==> src/include/dog_ctrl_pkg.sv <==
// constants shared by the reset-cause and watchdog control block
// assumes an 8-bit register port and a free-running watchdog oscillator pin
package dog_ctrl_pkg;
  // register port
  localparam int         ADDR_W          = 2;
  localparam int         DATA_W          = 8;
  localparam logic [1:0] FLAGS_ADDR      = 2'h0;
  localparam logic [1:0] DOG_CTRL_ADDR   = 2'h1;
  localparam logic [7:0] READ_ZERO       = 8'h00;

  // reset_cause_flags fields
  localparam int         FLAG_W          = 5;
  localparam int         POWERUP_BIT     = 0;
  localparam int         PIN_BIT         = 1;
  localparam int         BROWNOUT_BIT    = 2;
  localparam int         DOG_BIT         = 3;
  localparam int         DEBUG_BIT       = 4;
  localparam logic [4:0] FLAGS_RESET     = 5'h01;
  localparam logic [4:0] FLAGS_NONE      = 5'h00;

  // watchdog_control fields
  localparam int         PERIOD_W        = 3;
  localparam int         PERIOD_LSB      = 0;
  localparam int         ENABLE_BIT      = 3;
  localparam int         UNLOCK_BIT      = 4;
  localparam logic [2:0] RESERVED_ZERO   = 3'h0;
  localparam logic [2:0] PERIOD_RESET    = 3'h0;

  // unlock window, in system clock cycles
  localparam int         WIN_W           = 3;
  localparam logic [2:0] UNLOCK_CYCLES   = 3'h4;
  localparam logic [2:0] WIN_LAST        = 3'h1;
  localparam logic [2:0] WIN_IDLE        = 3'h0;

  // watchdog oscillator count: 16K cycles at period code zero
  localparam int         DOG_CNT_W       = 22;
  localparam int         DOG_BASE_CYCLES = 16384;

  // synchronised input lanes
  localparam int         SYNC_W          = 5;
  localparam int         LANE_FUSE       = 0;
  localparam int         LANE_OSC        = 1;
  localparam int         LANE_PIN        = 2;
  localparam int         LANE_BROWNOUT   = 3;
  localparam int         LANE_DEBUG      = 4;
endpackage

==> src/verilog/sync_two_flop.sv <==
// two-flop synchroniser for a bundle of independent levels
// assumes each lane is a slow level; lanes are not coherent with one another
`timescale 1ns/1ps
module sync_two_flop #(
  parameter int WIDTH = 1
) (
  input  wire logic             i_clk,
  input  wire logic             i_rst_n,
  input  wire logic [WIDTH-1:0] i_async,
  output logic      [WIDTH-1:0] o_sync
);
  logic [WIDTH-1:0] meta;

  // first stage feeds only the second stage
  always_ff @(posedge i_clk or negedge i_rst_n) begin
    if (!i_rst_n) begin
      meta   <= '0;
      o_sync <= '0;
    end else begin
      meta   <= i_async;
      o_sync <= meta;
    end
  end
endmodule

==> src/verilog/dog_counter.sv <==
// watchdog oscillator edge counter with selectable timeout
// assumes i_osc is already synchronised to i_clk and runs much slower
`timescale 1ns/1ps
module dog_counter
  import dog_ctrl_pkg::*;
#(
  parameter int BASE_CYCLES = DOG_BASE_CYCLES
) (
  input  wire logic                i_clk,
  input  wire logic                i_rst_n,
  input  wire logic                i_osc,
  input  wire logic                i_enable,
  input  wire logic                i_clear,
  input  wire logic [PERIOD_W-1:0] i_period_sel,
  output logic                     o_expire
);
  logic                 osc_prev;
  logic [DOG_CNT_W-1:0] count;
  logic [DOG_CNT_W-1:0] next_count;
  logic                 next_expire;
  logic [DOG_CNT_W-1:0] limit;
  logic                 tick;

  // each period code doubles the count
  assign limit = DOG_CNT_W'(BASE_CYCLES) << i_period_sel;
  assign tick  = i_osc && !osc_prev;

  // kick, disable or chip reset restart the count
  always_comb begin
    next_count  = count;
    next_expire = 1'b0;
    if (i_clear || !i_enable) begin
      next_count = '0;
    end else if (tick) begin
      if (count == limit - DOG_CNT_W'(1)) begin
        next_count  = '0;
        next_expire = 1'b1;
      end else begin
        next_count = count + DOG_CNT_W'(1);
      end
    end
  end

  always_ff @(posedge i_clk or negedge i_rst_n) begin
    if (!i_rst_n) begin
      osc_prev <= 1'b0;
      count    <= '0;
      o_expire <= 1'b0;
    end else begin
      osc_prev <= i_osc;
      count    <= next_count;
      o_expire <= next_expire;
    end
  end
endmodule

==> src/verilog/reset_cause_and_watchdog_ctrl.sv <==
// reset-cause flags and watchdog control register with timed unlock
// assumes reset request levels, fuse and oscillator arrive asynchronously;
// i_rst_n is the power-on reset; i_dog_kick comes from logic on i_clk
//
// Overview of operation
// - debug-port reset sets flag bit 4
// - watchdog reset sets flag bit 3
// - brown-out reset sets flag bit 2
// - pin reset sets flag bit 1
// - power-on sets bit 0; only software clears
// - control bits 7 to 5 read zero
// - unlock bit self-clears four cycles later
// - enable clears only while unlock reads one
// - one enables watchdog; permitted zero disables
// - safety level 2 never disables watchdog
// - period code gives 16K doubling to 2048K
// - level 2 keeps enabled, reads one
// - level 1 starts disabled, enable anytime
// - kick, disable, chip reset restart count
// - timeout gives one-cycle reset pulse
//
// Decided for this implementation: the placing of the registers and strobed register access.
`timescale 1ns/1ps
module reset_cause_and_watchdog_ctrl
  import dog_ctrl_pkg::*;
#(
  parameter int BASE_CYCLES = DOG_BASE_CYCLES
) (
  input  wire logic              i_clk,
  input  wire logic              i_rst_n,
  input  wire logic [ADDR_W-1:0] i_addr,
  input  wire logic [DATA_W-1:0] i_wdata,
  input  wire logic              i_wr,
  input  wire logic              i_rd,
  input  wire logic              i_pin_reset_req,
  input  wire logic              i_brownout_req,
  input  wire logic              i_debug_reset_req,
  input  wire logic              i_dog_lock_fuse,
  input  wire logic              i_dog_osc,
  input  wire logic              i_dog_kick,
  output logic      [DATA_W-1:0] o_rdata,
  output logic                   o_dog_reset,
  output logic                   o_dog_active
);
  // synchronised inputs
  logic [SYNC_W-1:0] async_in;
  logic [SYNC_W-1:0] sync_in;
  logic              fuse_level2;
  logic              osc_sync;
  logic              pin_req;
  logic              brownout_req;
  logic              debug_req;

  // register state
  logic [FLAG_W-1:0]   flags;
  logic [FLAG_W-1:0]   next_flags;
  logic                unlock;
  logic                next_unlock;
  logic [WIN_W-1:0]    win_cnt;
  logic [WIN_W-1:0]    next_win_cnt;
  logic                enable;
  logic                next_enable;
  logic [PERIOD_W-1:0] period;
  logic [PERIOD_W-1:0] next_period;
  logic [DATA_W-1:0]   next_rdata;
  logic                next_dog_active;

  // decoded strobes and events
  logic                flags_wr;
  logic                dog_wr;
  logic                open_req;
  logic                chip_reset;
  logic                eff_enable;
  logic                dog_expire;
  logic                dog_clear;
  logic [FLAG_W-1:0]   flag_set;
  logic [FLAG_W-1:0]   flag_clr;

  // one decoder shared by write and read paths
  function automatic logic addr_hit(input logic [ADDR_W-1:0] addr,
                                    input logic [ADDR_W-1:0] target);
    addr_hit = (addr == target);
  endfunction

  // every asynchronous level passes two flops before use
  assign async_in[LANE_FUSE]     = i_dog_lock_fuse;
  assign async_in[LANE_OSC]      = i_dog_osc;
  assign async_in[LANE_PIN]      = i_pin_reset_req;
  assign async_in[LANE_BROWNOUT] = i_brownout_req;
  assign async_in[LANE_DEBUG]    = i_debug_reset_req;

  sync_two_flop #(
    .WIDTH (SYNC_W)
  ) u_sync (
    .i_clk   (i_clk),
    .i_rst_n (i_rst_n),
    .i_async (async_in),
    .o_sync  (sync_in)
  );

  assign fuse_level2  = sync_in[LANE_FUSE];
  assign osc_sync     = sync_in[LANE_OSC];
  assign pin_req      = sync_in[LANE_PIN];
  assign brownout_req = sync_in[LANE_BROWNOUT];
  assign debug_req    = sync_in[LANE_DEBUG];

  // strobes and chip-level reset
  assign flags_wr   = i_wr && addr_hit(i_addr, FLAGS_ADDR);
  assign dog_wr     = i_wr && addr_hit(i_addr, DOG_CTRL_ADDR);
  // window opens only when unlock and enable are written together
  assign open_req   = dog_wr && i_wdata[UNLOCK_BIT] && i_wdata[ENABLE_BIT];
  assign chip_reset = pin_req || brownout_req || debug_req || dog_expire;
  // the fuse overrides the stored bit, so level 2 cannot be turned off
  assign eff_enable = enable || fuse_level2;
  assign dog_clear  = i_dog_kick || chip_reset;

  // ---- reset-cause flags ----
  // set terms from each reset source; powerup is only set by i_rst_n
  always_comb begin
    flag_set               = FLAGS_NONE;
    flag_set[DEBUG_BIT]    = debug_req;
    flag_set[DOG_BIT]      = dog_expire;
    flag_set[BROWNOUT_BIT] = brownout_req;
    flag_set[PIN_BIT]      = pin_req;
  end

  // a written zero clears, a written one is ignored; set beats clear
  always_comb begin
    flag_clr   = flags_wr ? ~i_wdata[FLAG_W-1:0] : FLAGS_NONE;
    next_flags = (flags & ~flag_clr) | flag_set;
  end

  // power-on reset leaves only the powerup flag standing
  always_ff @(posedge i_clk or negedge i_rst_n) begin
    if (!i_rst_n) begin
      flags <= FLAGS_RESET;
    end else begin
      flags <= next_flags;
    end
  end

  // ---- watchdog control ----
  always_comb begin
    next_unlock  = unlock;
    next_win_cnt = win_cnt;
    next_enable  = enable;
    next_period  = period;
    if (chip_reset) begin
      // stored bits return to the level 1 start state
      next_unlock  = 1'b0;
      next_win_cnt = WIN_IDLE;
      next_enable  = 1'b0;
      next_period  = PERIOD_RESET;
    end else if (open_req) begin
      // open or reopen the window; enable is set to one
      next_unlock  = 1'b1;
      next_win_cnt = UNLOCK_CYCLES;
      next_enable  = 1'b1;
    end else if (dog_wr) begin
      // second step: a write with unlock low closes the window
      next_unlock  = 1'b0;
      next_win_cnt = WIN_IDLE;
      if (i_wdata[ENABLE_BIT]) begin
        next_enable = 1'b1;
      end else if (unlock && !fuse_level2) begin
        next_enable = 1'b0;
      end
      if (unlock) begin
        next_period = i_wdata[PERIOD_LSB +: PERIOD_W];
      end
    end else if (unlock) begin
      // window times out after four cycles with no write
      next_win_cnt = win_cnt - WIN_LAST;
      if (win_cnt == WIN_LAST) begin
        next_unlock = 1'b0;
      end
    end
  end

  always_ff @(posedge i_clk or negedge i_rst_n) begin
    if (!i_rst_n) begin
      unlock  <= 1'b0;
      win_cnt <= WIN_IDLE;
      enable  <= 1'b0;
      period  <= PERIOD_RESET;
    end else begin
      unlock  <= next_unlock;
      win_cnt <= next_win_cnt;
      enable  <= next_enable;
      period  <= next_period;
    end
  end

  // ---- timeout counter ----
  // expire is a flop inside the counter, so the pulse leaves glitch-free
  dog_counter #(
    .BASE_CYCLES (BASE_CYCLES)
  ) u_counter (
    .i_clk        (i_clk),
    .i_rst_n      (i_rst_n),
    .i_osc        (osc_sync),
    .i_enable     (eff_enable),
    .i_clear      (dog_clear),
    .i_period_sel (period),
    .o_expire     (dog_expire)
  );

  assign o_dog_reset = dog_expire;

  // ---- read port ----
  // read data stand in the cycle after the strobe only
  always_comb begin
    next_rdata      = READ_ZERO;
    next_dog_active = eff_enable;
    if (i_rd) begin
      if (addr_hit(i_addr, FLAGS_ADDR)) begin
        next_rdata[FLAG_W-1:0] = flags;
      end else if (addr_hit(i_addr, DOG_CTRL_ADDR)) begin
        next_rdata[UNLOCK_BIT]                  = unlock;
        next_rdata[ENABLE_BIT]                  = eff_enable;
        next_rdata[PERIOD_LSB +: PERIOD_W]      = period;
        next_rdata[DATA_W-1:UNLOCK_BIT+1]           = RESERVED_ZERO;
      end
    end
  end

  always_ff @(posedge i_clk or negedge i_rst_n) begin
    if (!i_rst_n) begin
      o_rdata      <= READ_ZERO;
      o_dog_active <= 1'b0;
    end else begin
      o_rdata      <= next_rdata;
      o_dog_active <= next_dog_active;
    end
  end
endmodule

==> config.mk <==
export PLATFORM = sky130hd
export DESIGN_NAME = reset_cause_and_watchdog_ctrl
export DESIGN_NICKNAME = d
export VERILOG_FILES = /design/src/include/dog_ctrl_pkg.sv /design/src/verilog/sync_two_flop.sv /design/src/verilog/dog_counter.sv /design/src/verilog/reset_cause_and_watchdog_ctrl.sv
export SDC_FILE = /design/constraint.sdc
export NUM_CORES = 1
export LEC_CHECK = 0
export ABC_AREA = 1
export CAP_MARGIN = 20
export CORE_MARGIN = 5
export CORE_UTILIZATION = 40
export CTS_BUF_LIST = sky130_fd_sc_hd__clkbuf_16
export DETAILED_ROUTE_END_ITERATION = 8
export DONT_BUFFER_PORTS = 1
export PLACE_DENSITY = 0.5
export SYNTH_ARGS = -nofsm -noshare
export SYNTH_HDL_FRONTEND = slang
export SYNTH_SLANG_ARGS = --single-unit
export TNS_END_PERCENT = 100
==> constraint.sdc <==
create_clock -name i_clk -period 1.96 [get_ports i_clk]
set_input_delay 0.098 -clock i_clk [delete_from_list [all_inputs] [get_ports i_clk]]
set_output_delay 0.098 -clock i_clk [all_outputs]
set_load 0.05 [all_outputs]
### After elaboration in Yosys (flattened, before gate mapping)

Index checks and enable logic that the tools add are counted.

| word-level totals | value |
|---|---|
| flip-flop bits (word level) | 56 |
| bits in latches | 0 |
| bits in writable memories | 0 |
| ROM bits | 0 |
| bits of input ports | 20 |
| output and inout port bits | 10 |
| word-level logic and storage cells | 77 |
| memories kept | 0 |

| operators by class | value |
|---|---|
| add/sub/neg operators | 3 |
| multiply operators | 0 |
| divide/modulo/power cells | 0 |
| $lt $le $gt $ge | 0 |
| equal/unequal tests | 4 |
| shift operators | 1 |
| mux-type cells | 29 |
| bitwise gates (word level) | 4 |
| reduce and logical (&&, ||, !) cells | 24 |

Operator list:

| cell | number |
|---|---|
| $mux 22 | 3 |
| $mux 3 | 9 |
| $add 22x1->22 const B | 1 |
| $eq 22x22->1 | 1 |
| $shl 15x3->22 const A | 1 |
| $sub 22x1->22 const B | 1 |
| $mux 5 | 3 |
| $mux 1 | 13 |
| $not 5->5 | 2 |
| $mux 8 | 1 |
| $reduce_bool 4->1 | 2 |
| $logic_and 1x1->1 | 6 |
| $logic_or 1x1->1 | 6 |
| $reduce_bool 2->1 | 3 |
| $and 5x5->5 | 1 |
| $or 5x5->5 | 1 |
| $eq 3x1->1 const B | 1 |
| $logic_not 1->1 | 3 |
| $reduce_and 3->1 | 1 |
| $reduce_bool 3->1 | 1 |
| $sub 3x1->3 const B | 1 |
| $eq 2x1->1 const B | 1 |
| $logic_not 2->1 | 1 |
| $ne 2x1->1 const B | 1 |
| $reduce_and 2->1 | 1 |

### Depth between registers and ports, before layout

| logic depth | value |
|---|---|
| depth after elaboration | 7 |
| gate-level depth with buffers | 11 |
| depth with buffers taken out | 10 |

### Cells and area by module

From an unflattened synthesis, not the netlist that was laid out.

| unflattened totals | value |
|---|---|
| cells, all modules | 365 |
| area total of the unflattened synthesis | 2855.2 µm² |

Modules (own cells, without submodules):

| module | instances | cells each | area each (µm²) | sequential area each (µm²) |
|---|---|---|---|---|
| dog_counter | 1 | 238 | 1674.1 | 600.6 |
| reset_cause_and_watchdog_ctrl | 1 | 117 | 930.9 | 476.7 |
| sync_two_flop | 1 | 10 | 250.2 | 250.2 |

### Least setup slack after synthesis

OpenSTA, ideal clock, no wires.

| path | value |
|---|---|
| path type | flip-flop to flip-flop |
| start point | register u_counter.o_expire |
| end point | register u_counter.count[16] |
| library setup time | 0.120 ns |
| arrival time | 1.498 ns |
| required time | 1.840 ns |
| setup slack | 0.342 ns |
| stages on the path, launching flop included | 9 |
| buffers on the path | 1 |
| period minus slack after synthesis | 1.618 ns |
| cells stage by stage | dfrtp_1 inv_1 nand2_1 nor2_4 nand3_2 buf_2 nand3_1 xor2_1 nor2_1 |

| on the way | value |
|---|---|
| longest elaborated chain between the ends | 4 |
| elaborated cells on any way between the ends | 5 |
| classes of those cells | 1 x mux; 4 x reduce/logical |

RTL lines:

| what | line | source |
|---|---|---|
| start: declaration | dog_counter.sv:15 | `output logic o_expire` |
| start signal: assignment | dog_counter.sv:52 | `o_expire <= next_expire;` |
| $logic_or 1x1->1 (*) | reset_cause_and_watchdog_ctrl.sv:112 | `assign chip_reset = pin_req \|\| brownout_req \|\| debug_req \|\| dog_expire;` |
| $logic_or 1x1->1 (*) | reset_cause_and_watchdog_ctrl.sv:115 | `assign dog_clear = i_dog_kick \|\| chip_reset;` |
| $logic_or 1x1->1 (*) | dog_counter.sv:32 | `if (i_clear \|\| !i_enable) begin` |
| $mux 22 or $reduce_bool 2->1 (tied branches) | n/a |  |
| end signal: assignment | dog_counter.sv:51 | `count <= next_count;` |
| end: declaration | dog_counter.sv:18 | `logic [DOG_CNT_W-1:0] count;` |

Every way passes the cells marked *; elsewhere a longest branch is shown, timed or not.
A chain may end at the register's enable or synchronous reset.

### Worst setup path in the final report

| path | value |
|---|---|
| start point | register period[2] |
| end point | register u_counter.count[9] |

| on the way | value |
|---|---|
| longest elaborated chain between the ends | 6 |

RTL lines:

| what | line | source |
|---|---|---|
| start: declaration | reset_cause_and_watchdog_ctrl.sv:63 | `logic [PERIOD_W-1:0] period;` |
| start signal: assignment | reset_cause_and_watchdog_ctrl.sv:190 | `period <= next_period;` |
| $shl 15x3->22 | dog_counter.sv:25 | `assign limit = DOG_CNT_W'(BASE_CYCLES) << i_period_sel;` |
| $sub 22x1->22 | dog_counter.sv:35 | `if (count == limit - DOG_CNT_W'(1)) begin` |
| $eq 22x22->1 | dog_counter.sv:35 |  |
| $mux 22 | dog_counter.sv:35 |  |
| $mux 22 | dog_counter.sv:34 | `end else if (tick) begin` |
| $mux 22 | dog_counter.sv:32 |  |

Every way passes these cells. The select of a mux whose other input is x is not followed.

==> key figures <==
Status
  • Status: finished clean

Timing
  • Final setup fails: 0
  • Fin crit period: 1.74 ns
  • Fmax achieved: approximately 570 MHz
  • Max Slew Vio Count: 0
  • Worst Max-Slew Pin Slew: 0.512 ns
  • Unrepaired setup endpoints after global routing: no
  • Final period utilization: around nine tenths
  • Relative slew margins: 65.7%
  • Fin Setup TNS: 0 ns
  • Final hold viol count: 0
  • Clock skew: 0.00717 ns
  • Final worst setup slack: 0.218 ns

Pwr
  • Seq pwr share: a little over half
  • Worst VDD drop: 397 µV
  • P per Cell Area: 688 nW/µm²
  • Switch Pwr: around 0.51 mW
  • Gate power share: 5.8%
  • LEAKAGE: 1.45 nW
  • Tot Pwr: 2.15 mW
  • Cell Int Power: 1.63 mW
  • Sw Share: 23.9%
  • Clock network power share: 40.7%

Critical path
  • R2R cell count: 8
  • CP arrival: 1.92 ns
  • Crit start category: register
  • Worst Path Required: ~2.1 ns
  • Worst Path Max Fanout: 13
  • Critical path class: register to register
  • Worst setup EP type: register
  • Worst R2R Setup Slack: 0.22 ns
  • RR Endpoint: u_counter.count[9]
  • Reg2reg start: period[2]

Hold path
  • Hold Path Origin: i_rd
  • Worst Hold Depth: 2
  • Hold EP: o_rdata[0]
  • Hold crit path type: input port to register

CTS
  • Clock Path Buffers: 2
  • Clk sinks: 53
  • Worst-Skew Late Latency: 0.29 ns
  • Setup Buffers After CTS: 0
  • Root Buffer Master: clkbuf_16
  • TritonCTS buffer count: 5
  • H-tree levels: 2
  • Clock Pin Slew Worst Setup and Hold Paths: 0.07 ns
  • CTS tree: yes

Global routing
  • GRT Overall Usage: 14.9%
  • First-pass GRT wire length: 10200 µm
  • Vias in the first global route: around 2200
  • Initial antenna violation count: 0
  • Largest net degree at the start of global routing: 54
  • GRT Residual Overflow: 0

Routing
  • DRT antenna net count: 0
  • Vias per cell: 4.77
  • 1st-iter DRT viols: 109
  • Wire per inst: 12.9 µm
  • Pre-antenna DRT Iters: 4
  • Drt drc: 0
  • Via count: 2217
  • Final Routed Wirelength: 6020 µm

Placed design
  • I/O Buffers: 0
  • Detailed Place HPWL: 4420 µm
  • Pre-CTS setup slack: 0.230 ns
  • GP Congestion: 0.795

Floorplanning
  • Die height: 92.7 µm
  • Die Wd: 92.7 µm
  • I/O pin total: 30
  • Die area: 8580 µm²
  • Core box area: 6720 µm²
  • Row Count: 30
  • Starting density of the core: 40.7%

Layout
  • Ant diodes: 0
  • Share of layout cells above drive strength 1: between 6 and 7%
  • Fill count: between 600 and 700
  • Layout Nets: 407
  • Synth-to-layout area growth: 14.2%

Synth
  • Syn. warnings: 0
  • Sequential area share after synthesis: 48.6%
  • Netlist cell types: 26
  • Synth Register Bits: 53
  • Syn Std Cell Area: 2730 µm²
  • Synth Area per Inst: 7.49 µm²
  • Post-Syn Instances: about 370

Job
  • Max-cap violations: 0
## cells in the mapped netlist
library cell | count | share of area, %
xnor2_1 | 1 | 0.32
inv_2 | 3 | 0.41
conb_1 | 1 | 0.14
buf_4 | 5 | 1.4
nor2_4 | 1 | 0.41
o2111ai_1 | 1 | 0.32
buf_2 | 2 | 0.37
clkinv_1 | 2 | 0.27
a32o_1 | 1 | 0.37
nand2_2 | 1 | 0.23
nor2_2 | 4 | 0.92
dfstp_2 | 1 | 0.96
nand4_1 | 7 | 1.6
nand3b_1 | 2 | 0.55
ha_1 | 3 | 1.4
o21ai_0 | 20 | 3.7
inv_1 | 41 | 5.6
nor3_1 | 5 | 0.92
xor2_1 | 8 | 2.6
nand3_2 | 1 | 0.37
dfrtp_1 | 52 | 48
nand3_1 | 27 | 4.9
a21oi_1 | 9 | 1.6
a31oi_1 | 1 | 0.23
nor2_1 | 52 | 7.1
nand2_1 | 114 | 16
## worst max path at each step
stage	end	cells after the start	start	slack (ns)
after floorplan	u_counter.count[16]	8	u_counter.o_expire	0.34
after global placement	u_counter.count[3]	8	period[2]	0.27
after detailed placement	u_counter.count[5]	8	period[2]	0.23
after CTS	u_counter.count[9]	8	period[2]	0.22
after global routing	u_counter.count[4]	8	u_counter.count[0]	0.04
final	u_counter.count[9]	8	period[2]	0.22
## cells by family (layout without fill, tap and decap cells)
logic type | count (synthesis) | after routing | share of synthesized area (%)
and+or+nand+nor | 214 | 214 | 32.7
other | 1 | 3 | 0.137
adders and majority gates | 3 | 3 | 1.37
AOI/OAI and AO/OA | 32 | 32 | 6.23
DFF | 53 | 53 | 48.6
xor gates and xnor gates | 9 | 9 | 2.88
buffers and inverters | 53 | 71 | 8.06
## flip-flops by register name, indices dropped and copies added, names as in the netlist
signal,count
flags,5
enable,1
win_cnt,3
u_sync.o_sync,5
u_counter.osc_prev,1
unlock,1
u_sync.meta,5
period,3
u_counter.o_expire,1
o_dog_active,1
u_counter.count,22
o_rdata,5
## cell usage in the layout, fill, tap and decap left out, drive strengths merged, types with 2 or more instances in the layout
| cell | instances |
|---|---|
| dfrtp | 52 |
| inv | 45 |
| clkinv | 4 |
| ha | 3 |
| a21oi | 9 |
| nand3 | 28 |
| nor3 | 5 |
| clkbuf | 5 |
| nor2 | 57 |
| xor2 | 8 |
| o21ai | 20 |
| nand4 | 7 |
| nand2 | 115 |
| dlygate4sd3 | 11 |
| buf | 6 |
| nand3b | 2 |
| conb | 3 |
## power groups by stage
stage	clock [mW]	combinational, mW	sequential, mW
finish	0.874	0.126	1.15
global route	0.951	0.143	1.15
CTS	0.907	0.128	1.15
detailed placement	0	0.0790	1.17
global placement	0	0.0780	1.17
floorplan	0	0.0717	1.16
## routing by layer
metal	global-route usage [%]	part of all wire, %	vias up
met5	0	0	-
met4	3.30	0.55	0
li1	-	-	1177
met3	2.84	2.8	2
met2	23.4	45	31
met1	21.4	52	1007
## per-stage QoR
step	utilization, %	hold slack (ns)	cells	instance area, µm²
final	46.5	0.0356	465	3120
after global routing	46.5	0.0750	465	3120
after CTS	46.4	0.0357	465	3110
after detailed placement	42.1	-0.197	445	2830
after global placement	42.1	-0.197	445	2830
after floorplan	-	-0.198	367	2740
## what timing repair did
item	in CTS	in global routing
hold buffers	12	0
resized for setup	0	2
setup endpoints to repair	0	12
endpoints found under the hold margin	68	0
## final cells by class
cell class | instances | area [µm²] | area share (%)
inverters | 46 | 173 | 5.53
flip-flops and latches | 53 | 1330 | 42.5
repair buffers | 17 | 175 | 5.61
well taps | 80 | 100 | 3.21
clock buffers | 5 | 125 | 4.01
multi-input cells | 261 | 1200 | 38.4
clock inverters | 3 | 21.3 | 0.681
## critical path: stages (launching register included)
cell and delay [ns]:
dfrtp_1 0.52, nor2_2 0.22, nor2_1 0.06, nor2_1 0.09, nand3_1 0.08, nor2_1 0.24, nand3_1 0.17, nand2_4 0.19
nor2_1 0.06
Power figures use the tool's default switching activity.
